$ cat src/rtl/ffmd_defs.vh
/*
 Constants for the freefall/motion detector: register offsets, field positions,
 reset values and sample-period timing. Assumes inclusion by bare name.
*/
`ifndef FFMD_DEFS_VH
`define FFMD_DEFS_VH
// ==========================================================
// Register offsets
`define FFMD_ADDR_SOURCE 8'h16
`define FFMD_ADDR_THRESHOLD 8'h17
`define FFMD_ADDR_DEBOUNCE 8'h18
// ==========================================================
// Field positions
`define FFMD_SRC_EVENT_ACTIVE 7
`define FFMD_THS_MODE_BIT 7
`define FFMD_CFG_LATCH 7
`define FFMD_CFG_COMBINE 6
`define FFMD_CFG_Z_EN 5
`define FFMD_CFG_Y_EN 4
`define FFMD_CFG_X_EN 3
// ==========================================================
// Reset values
`define FFMD_THRESHOLD_RESET 8'h00
`define FFMD_DEBOUNCE_RESET 8'h00
// ==========================================================
// Timing: sample step in microseconds for 800 Hz, and the clock rate
`define FFMD_CLK_HZ 100000000
`define FFMD_STEP_800HZ_US 1250
`define FFMD_STEP_800HZ_CYC ((`FFMD_STEP_800HZ_US * (`FFMD_CLK_HZ / 1000000)))
// Threshold scale: 0.063 g per count, 127 counts, so 8 g full range
`define FFMD_THS_MAX 7'h7f
`endif

$ cat src/rtl/ffmd_sample_tick.v
/*
 Sample-rate tick generator: one-cycle pulse per output sample period.
 Assumes the rate code selects a period in units of the 800 Hz step.
*/
`timescale 1ns/100ps
`include "ffmd_defs.vh"
module ffmd_sample_tick #(
    parameter BASE_CYCLES = `FFMD_STEP_800HZ_CYC
) (
    input wire ref_clk,
    input wire resetn,
    input wire [7:0] step_mult,
    output reg tick
);
    reg [31:0] base_cnt;
    reg [7:0] mult_cnt;
    // ==========================================================
    // Base 1.25 ms divider, then multiple of it per rate and mode
    always @(posedge ref_clk or negedge resetn) begin
        if (!resetn) begin
            base_cnt <= 32'h0;
            mult_cnt <= 8'h0;
            tick <= 1'b0;
        end else begin
            tick <= 1'b0;
            if (base_cnt >= BASE_CYCLES - 1) begin
                base_cnt <= 32'h0;
                if (mult_cnt + 8'h1 >= step_mult) begin
                    mult_cnt <= 8'h0;
                    tick <= 1'b1;
                end else begin
                    mult_cnt <= mult_cnt + 8'h1;
                end
            end else begin
                base_cnt <= base_cnt + 32'h1;
            end
        end
    end
endmodule // ffmd_sample_tick

$ cat src/rtl/ffmd_axis_compare.v
/*
 One axis comparator: signed 12-bit sample against 7-bit threshold.
 Assumes samples are 8 g full scale, 1 count of threshold = 16 sample counts.
*/
`timescale 1ns/100ps
module ffmd_axis_compare (
    input wire [11:0] sample,
    input wire [6:0] threshold,
    output wire high,
    output wire negative
);
    wire [11:0] mag;
    wire [11:0] ths_scaled;
    assign negative = sample[11];
    assign mag = sample[11] ? (~sample + 12'h001) : sample;
    // Threshold count is 0.063 g; a sample count on the 8 g scale is 1/256 g
    assign ths_scaled = {1'b0, threshold, 4'h0};
    assign high = mag > ths_scaled;
endmodule // ffmd_axis_compare

$ cat src/rtl/ffmd_detector.v
/*
 Freefall/motion detector with its source, threshold and debounce registers.
 Assumes 8 g scaled 12-bit samples arrive with a valid strobe and that the
 register port is a simple decoded read/write strobe from the serial front end.
*/
`timescale 1ns/100ps
`include "ffmd_defs.vh"
module ffmd_detector #(
    parameter BASE_CYCLES = `FFMD_STEP_800HZ_CYC
) (
    input wire ref_clk,
    input wire resetn,
    input wire [7:0] reg_addr,
    input wire reg_wr,
    input wire reg_rd,
    input wire [7:0] reg_wdata,
    output reg [7:0] reg_rdata,
    input wire [7:0] detect_config_reg,
    input wire detect_irq_enable,
    input wire detect_irq_route,
    input wire [7:0] step_mult,
    input wire sample_valid,
    input wire [11:0] x_sample,
    input wire [11:0] y_sample,
    input wire [11:0] z_sample,
    output reg irq_line1,
    output reg irq_line2,
    output reg [7:0] detect_source_reg,
    output reg event_active
);
    reg [7:0] detect_threshold_reg;
    reg [7:0] detect_debounce_reg;
    reg [7:0] debounce_cnt;
    reg have_sample;
    reg [11:0] x_hold;
    reg [11:0] y_hold;
    reg [11:0] z_hold;
    reg [7:0] next_source;
    reg next_active;
    reg [7:0] next_cnt;
    wire tick;
    wire x_high;
    wire y_high;
    wire z_high;
    wire x_neg;
    wire y_neg;
    wire z_neg;
    wire latch_enable = detect_config_reg[`FFMD_CFG_LATCH];
    wire combine_select = detect_config_reg[`FFMD_CFG_COMBINE];
    wire z_event_enable = detect_config_reg[`FFMD_CFG_Z_EN];
    wire y_event_enable = detect_config_reg[`FFMD_CFG_Y_EN];
    wire x_event_enable = detect_config_reg[`FFMD_CFG_X_EN];
    wire debounce_mode = detect_threshold_reg[`FFMD_THS_MODE_BIT];
    wire [6:0] threshold_value = detect_threshold_reg[6:0];
    wire src_read = reg_rd && (reg_addr == `FFMD_ADDR_SOURCE);
    wire step = tick && have_sample;
    wire cond_motion;
    wire cond_free;
    wire cond;
    wire [7:0] live_flags;
    wire any_enable = x_event_enable | y_event_enable | z_event_enable;

    ffmd_sample_tick #(.BASE_CYCLES(BASE_CYCLES)) u_tick (
        .ref_clk(ref_clk),
        .resetn(resetn),
        .step_mult(step_mult),
        .tick(tick)
    );
    ffmd_axis_compare u_x (
        .sample(x_hold), .threshold(threshold_value), .high(x_high), .negative(x_neg)
    );
    ffmd_axis_compare u_y (
        .sample(y_hold), .threshold(threshold_value), .high(y_high), .negative(y_neg)
    );
    ffmd_axis_compare u_z (
        .sample(z_hold), .threshold(threshold_value), .high(z_high), .negative(z_neg)
    );

    // ==========================================================
    // Helpers
    // Event/polarity pair of one axis; polarity only rides on a detected event
    function [1:0] axis_pair;
        input enable;
        input high;
        input negative;
        begin
            axis_pair = {enable & high, enable & high & negative};
        end
    endfunction

    // Forces the pairs of disabled axes to zero, frozen or live
    function [5:0] axis_mask;
        input [7:0] cfg;
        begin
            axis_mask = {{2{cfg[`FFMD_CFG_Z_EN]}}, {2{cfg[`FFMD_CFG_Y_EN]}},
                         {2{cfg[`FFMD_CFG_X_EN]}}};
        end
    endfunction

    // ==========================================================
    // Combined condition
    assign cond_motion = (x_event_enable & x_high) | (y_event_enable & y_high)
                       | (z_event_enable & z_high);
    // Freefall: every enabled axis low; disabled axes do not veto
    assign cond_free = any_enable & (~x_event_enable | ~x_high)
                     & (~y_event_enable | ~y_high) & (~z_event_enable | ~z_high);
    assign cond = combine_select ? cond_motion : cond_free;
    // Undebounced per-axis flags, forced to zero for disabled axes
    assign live_flags = {1'b0, 1'b0,
                         axis_pair(z_event_enable, z_high, z_neg),
                         axis_pair(y_event_enable, y_high, y_neg),
                         axis_pair(x_event_enable, x_high, x_neg)};

    // ==========================================================
    // Sample capture: latest sample waits for the next step
    always @(posedge ref_clk or negedge resetn) begin
        if (!resetn) begin
            x_hold <= 12'h000;
            y_hold <= 12'h000;
            z_hold <= 12'h000;
            have_sample <= 1'b0;
        end else begin
            if (sample_valid) begin
                x_hold <= x_sample;
                y_hold <= y_sample;
                z_hold <= z_sample;
            end
            if (sample_valid) begin
                have_sample <= 1'b1;
            end else if (step) begin
                have_sample <= 1'b0;
            end
        end
    end

    // ==========================================================
    // Debounce and flag update
    always @* begin
        next_cnt = debounce_cnt;
        next_active = event_active;
        next_source = detect_source_reg;
        if (step) begin
            if (cond) begin
                if (debounce_cnt < detect_debounce_reg) begin
                    next_cnt = debounce_cnt + 8'h01;
                end else begin
                    // A lowered count pulls the counter down so the event can still fire
                    next_cnt = detect_debounce_reg;
                end
            end else if (debounce_mode) begin
                next_cnt = 8'h00;
            end else if (debounce_cnt != 8'h00) begin
                next_cnt = debounce_cnt - 8'h01;
            end
        end
        if (latch_enable) begin
            // Frozen once active; only a source read releases it
            if (!event_active) begin
                next_source = {1'b0, 1'b0, live_flags[5:0]};
                if (step && cond && next_cnt == detect_debounce_reg) begin
                    next_active = 1'b1;
                end
            end
            if (src_read) begin
                next_active = 1'b0;
                next_source = 8'h00;
                next_cnt = 8'h00;
                // A step landing with the read counts as a new event only when the debounce count is zero
                if (step && cond && detect_debounce_reg == 8'h00) begin
                    next_active = 1'b1;
                end
            end
        end else begin
            next_source = {1'b0, 1'b0, live_flags[5:0]};
            if (step) begin
                if (cond && next_cnt == detect_debounce_reg) begin
                    next_active = 1'b1;
                end else if (!cond && (debounce_mode || next_cnt == 8'h00)) begin
                    next_active = 1'b0;
                end
            end
        end
        // Frozen flags too must vanish when their axis is disabled
        next_source[5:0] = next_source[5:0] & axis_mask(detect_config_reg);
        next_source[`FFMD_SRC_EVENT_ACTIVE] = next_active;
    end

    always @(posedge ref_clk or negedge resetn) begin
        if (!resetn) begin
            debounce_cnt <= 8'h00;
            event_active <= 1'b0;
            detect_source_reg <= 8'h00;
        end else begin
            debounce_cnt <= next_cnt;
            event_active <= next_active;
            detect_source_reg <= next_source;
        end
    end

    // ==========================================================
    // Register port
    always @(posedge ref_clk or negedge resetn) begin
        if (!resetn) begin
            detect_threshold_reg <= `FFMD_THRESHOLD_RESET;
            detect_debounce_reg <= `FFMD_DEBOUNCE_RESET;
            reg_rdata <= 8'h00;
        end else begin
            if (reg_wr) begin
                if (reg_addr == `FFMD_ADDR_THRESHOLD) begin
                    detect_threshold_reg <= reg_wdata;
                end else if (reg_addr == `FFMD_ADDR_DEBOUNCE) begin
                    detect_debounce_reg <= reg_wdata;
                end
            end
            if (reg_rd) begin
                if (reg_addr == `FFMD_ADDR_SOURCE) begin
                    reg_rdata <= detect_source_reg;
                end else if (reg_addr == `FFMD_ADDR_THRESHOLD) begin
                    reg_rdata <= detect_threshold_reg;
                end else if (reg_addr == `FFMD_ADDR_DEBOUNCE) begin
                    reg_rdata <= detect_debounce_reg;
                end else begin
                    reg_rdata <= 8'h00;
                end
            end
        end
    end

    // ==========================================================
    // Interrupt: route 1 selects line 1, 0 selects line 2
    always @(posedge ref_clk or negedge resetn) begin
        if (!resetn) begin
            irq_line1 <= 1'b0;
            irq_line2 <= 1'b0;
        end else begin
            irq_line1 <= next_active & detect_irq_enable & detect_irq_route;
            irq_line2 <= next_active & detect_irq_enable & ~detect_irq_route;
        end
    end
endmodule // ffmd_detector

$ cat config.mk
export PLATFORM = sky130hd
export DESIGN_NAME = ffmd_detector
export DESIGN_NICKNAME = d
export VERILOG_FILES = /design/src/rtl/ffmd_sample_tick.v /design/src/rtl/ffmd_axis_compare.v /design/src/rtl/ffmd_detector.v
export VERILOG_INCLUDE_DIRS = /design/src /design/src/rtl
export SDC_FILE = /design/constraint.sdc
export NUM_CORES = 1
export LEC_CHECK = 0
export ABC_AREA = 1
export BUFFER_PORTS_ARGS = -buffer_cell sky130_fd_sc_hd__buf_2
export CAP_MARGIN = 20
export CORE_ASPECT_RATIO = 0.9
export CORE_MARGIN = 3
export CORE_UTILIZATION = 63
export CTS_CLUSTER_DIAMETER = 60
export CTS_CLUSTER_SIZE = 14
export DETAILED_ROUTE_END_ITERATION = 12
export GPL_TIMING_DRIVEN = 1
export PLACE_DENSITY_LB_ADDON = 0.05
export SYNTH_ARGS = -nofsm -noshare
export SYNTH_HDL_FRONTEND = slang
export SYNTH_SLANG_ARGS = --single-unit
$ cat constraint.sdc
create_clock -name ref_clk -period 6.06 [get_ports ref_clk]
set_input_delay 0.303 -clock ref_clk [delete_from_list [all_inputs] [get_ports ref_clk]]
set_output_delay 0.303 -clock ref_clk [all_outputs]
set_load 0.05 [all_outputs]
==> impl_metrics.csv <==
group,metric,value,unit
sta,finalCritPeriodShare,72.3,%
clock_network,tritoncts,"yes",
floorplan,die_extent_in_y,108,um
worst_setup_path,cpPeakStageDelay,370,ps
synth,syn-instance-count,935,
synth,postSynth.asyncResetShare,100,%
place,dpl_worst_slack,1900,ps
clock_network,cts_buffers,17,
synth,yosysTopAreaCellShare,41.2,%
clock_network,worst_case_clock_buffer_depth,2,
synth,synth.most_common_cell,"sky130_fd_sc_hd__nand2_1",
global_route,global_route.usage.total,28.2,%
worst_setup_path,timing.setup.critical_path_class,"reg2reg",
synth,yosysSeqAreaShare,41.2,%
power_and_ir_drop,power.density,356,mW/mm2
global_route,grt_max_degree,76,
synth,synth_area_per_cell,7.73,um2
worst_setup_path,worst_ep_arrival_time,4690,ps
synth,leading_cell_types_by_count_after_synthesis,"sky130_fd_sc_hd__nand2_1, sky130_fd_sc_hd__inv_1, sky130_fd_sc_hd__dfrtp_1",
worst_setup_path,timing.critical_path.slowest_stage_cell,"sky130_fd_sc_hd__dfrtp_1",
global_route,grt_pass1_vias,5977,
sta,finalSetupTns,0,ps
finish,largest_register_ffs,32,
power_and_ir_drop,pwr-share-comb,33.3,%
sta,worst_clock_skew,8.54,ps
synth,synth_enable_flop_cells,0,
power_and_ir_drop,swShare,37.3,%
place,hpwl,12.2,mm
power_and_ir_drop,seq_power_share,33.2,%
routing,wirelength,17.5,mm
floorplan,io_pins,94,
power_and_ir_drop,worst_ir_drop_vdd,0.000255,V
worst_setup_path,cpLargestDelayFamily,"simple AND/OR/NAND/NOR gates",
floorplan,core,0.0110,mm2
synth,post_synth_instance_area,0.00723,mm2
finish,share_of_final_layout_standard_cells_stronger_than_drive_strength_1,15.9,%
floorplan,die-area,0.0128,mm2
clock_network,ctsHoldBuffers,1,
synth,yosys_register_bits,119,
routing,wire_per_inst,14.5,um
hold_path,hold_end,"irq_line2",
worst_setup_path,crit_end_category,"flip-flop",
synth,synth_top_cells_by_area,"sky130_fd_sc_hd__dfrtp_1, sky130_fd_sc_hd__nand2_1, sky130_fd_sc_hd__ha_1",
sta,max-slew-margin-rel,33.8,%
sta,hold_viol,0,
finish,n_fill_cell,841,
routing,remaining_antenna_violation_count_after_routing,0,
sta,max_clock_freq,0.228,GHz
worst_setup_path,cp_num_cells,35,
worst_setup_path,cp_max_fo,12,
clock_network,cts_repair_resize_count,0,
sta,post_layout_worst_setup_margin,1680,ps
worst_setup_path,crit_top_cell,"sky130_fd_sc_hd__nand2_1",
clock_network,worst_skew_pair.late_latency,410,ps
worst_setup_path,crit_buf_inv,3,
synth,synth_warnings,0,
worst_setup_path,worstReg2RegStart,"y_hold[2]",
run_status,status,"complete, no violations",
routing,via_count,6463,
finish,registers.top_by_ff_count,"u_tick.base_cnt",
routing,drt-vias-per-instance,5.37,
routing,detail_route.iter0.violations,559,
routing,detail_route.drc_violations,0,
hold_path,hold_depth,2,
power_and_ir_drop,pwr-share-clk,33.5,%
clock_network,cts.htree.levels,4,
floorplan,rows,36,
clock_network,cts_root_buffer,"sky130_fd_sc_hd__clkbuf_16",
clock_network,clk_transition_reported_paths,60,ps
hold_path,hp-start,"detect_irq_route",
synth,synth_cell_types,48,
global_route,global_route_wire_length_before_repair,28.8,mm
hold_path,min_path_type,"in2reg",
worst_setup_path,timing.rr.end,"irq_line1",
place,finalWeightedCongestion,0.940,
worst_setup_path,rr_worst_depth,35,
sta,setup_repair_after_global_routing_missed_its_margin,"false",
routing,detail_route.first_pass.iterations,5,
sta,worst_slew_pin_slew,984,ps
global_route,globalRouteOverflowTotal,0,
sta,final-max-slew-violation-count,0,
clock_network,cts_num_sinks,119,
floorplan,die_width,119,um
global_route,grt_antenna_before_repair,0,
synth,synth_top_area_cell,"sky130_fd_sc_hd__dfrtp_1",
power_and_ir_drop,p_int,1.88,mW
power_and_ir_drop,p_leak,4.41,nW
synth,synth_flop_cell,"sky130_fd_sc_hd__dfrtp_1",
clock_network,post-cts-setup-buffer-count,0,
power_and_ir_drop,switchingPower,1.12,mW
finish,fin_nets,1154,
finish,syn2layout_area_growth,16.6,%
worst_setup_path,critPathRequiredTime,6370,ps
floorplan,effective_utilization_at_floorplan,65.7,%
flow_run,maxCapViolations,0,
worst_setup_path,startpoint_type,"flip-flop",
place,portBuffers,89,
finish,insertedDiodeCount,0,
sta,period_minus_slack,4380,ps
worst_setup_path,flop2flop_setup_slack,1680,ps
sta,final-setup-viol-count,0,
[kinds of logic (layout without fill, tap and decap cells)]
family | Yosys count | count (layout) | share of synthesized area (%)
and+or+nand+nor | 429 | 429 | 27.3
other | 1 | 16 | 0.0519
adders and majority gates | 41 | 41 | 7.10
AOI/OAI and AO/OA | 141 | 141 | 10.8
xor gates and xnor gates | 37 | 37 | 4.48
DFF | 119 | 119 | 41.2
buffers and inverters | 167 | 268 | 9.07
[cell usage in the layout, fill, tap and decap left out, types with 3 or more instances in the layout]
cell type	synthesis	routed
sky130_fd_sc_hd__inv_2	7	7
sky130_fd_sc_hd__ha_1	41	41
sky130_fd_sc_hd__nor2_4	3	3
sky130_fd_sc_hd__o21ai_0	81	81
sky130_fd_sc_hd__clkinv_4	0	4
sky130_fd_sc_hd__nand3_2	14	14
sky130_fd_sc_hd__nand2_1	239	239
sky130_fd_sc_hd__a31oi_1	6	6
sky130_fd_sc_hd__clkbuf_16	0	17
sky130_fd_sc_hd__nor3_1	12	12
sky130_fd_sc_hd__nand4_1	15	15
sky130_fd_sc_hd__a211oi_1	3	3
sky130_fd_sc_hd__o21a_1	8	8
sky130_fd_sc_hd__nand2_2	11	11
sky130_fd_sc_hd__dfrtp_1	119	119
sky130_fd_sc_hd__nor2_1	73	73
sky130_fd_sc_hd__conb_1	1	16
sky130_fd_sc_hd__buf_2	2	88
sky130_fd_sc_hd__inv_1	136	136
sky130_fd_sc_hd__nand3_1	38	38
sky130_fd_sc_hd__o22ai_1	6	6
sky130_fd_sc_hd__nor3b_1	3	3
sky130_fd_sc_hd__nor2_2	3	3
sky130_fd_sc_hd__a21oi_1	24	24
sky130_fd_sc_hd__buf_4	5	4
sky130_fd_sc_hd__xor2_1	35	35
sky130_fd_sc_hd__nor4_1	8	8
[cell type report]
| type | count | area (um2) | area share [%] |
|---|---|---|---|
| flip-flops and latches | 119 | 2980 | 35.3 |
| repair buffers | 93 | 480 | 5.70 |
| well taps | 152 | 190 | 2.26 |
| clock inverters | 12 | 144 | 1.71 |
| inverters | 143 | 537 | 6.37 |
| clock buffers | 20 | 447 | 5.30 |
| multi-input cells | 664 | 3650 | 43.3 |
[routing by layer]
metal  share of wire, %  GRT usage (%)
met2                 47           45.0
met5                  0              0
met4                2.4           9.02
met1                 45           38.6
met3                6.1           6.25
[power groups by stage]
stage	Combinational, mW	Clock, mW	Sequential [mW]
floorplan	0.764	0	0.993
global placement	0.946	0	0.998
detailed placement	0.973	0	1.00
CTS	0.989	1.01	0.991
global route	1.13	1.05	1.01
finish	0.999	1.01	0.995
[through the flow]
step / total power [mW] / instances / hold slack (ps) / utilization, % / instance area [um2]
floorplan: 1.76 / 950 / 7.41 / - / 7280
global placement: 1.94 / 1170 / 343 / 71.2 / 7820
detailed placement: 1.97 / 1170 / 345 / 71.2 / 7820
CTS: 2.99 / 1203 / 48.7 / 76.7 / 8420
global route: 3.19 / 1203 / 68.3 / 76.7 / 8420
finish: 3.00 / 1203 / 57.4 / 76.7 / 8420
[worst max path at each step]
stage | end | from | slack [ps]
after floorplan | irq_line1 | y_hold[0] | 2830
after detailed placement | irq_line1 | y_hold[0] | 1900
after CTS | irq_line1 | y_hold[2] | 1820
final | irq_line1 | y_hold[2] | 1680
after global routing | irq_line2 | y_hold[2] | 1350
after global placement | irq_line1 | y_hold[0] | 1900
Power figures use the tool's default switching activity.
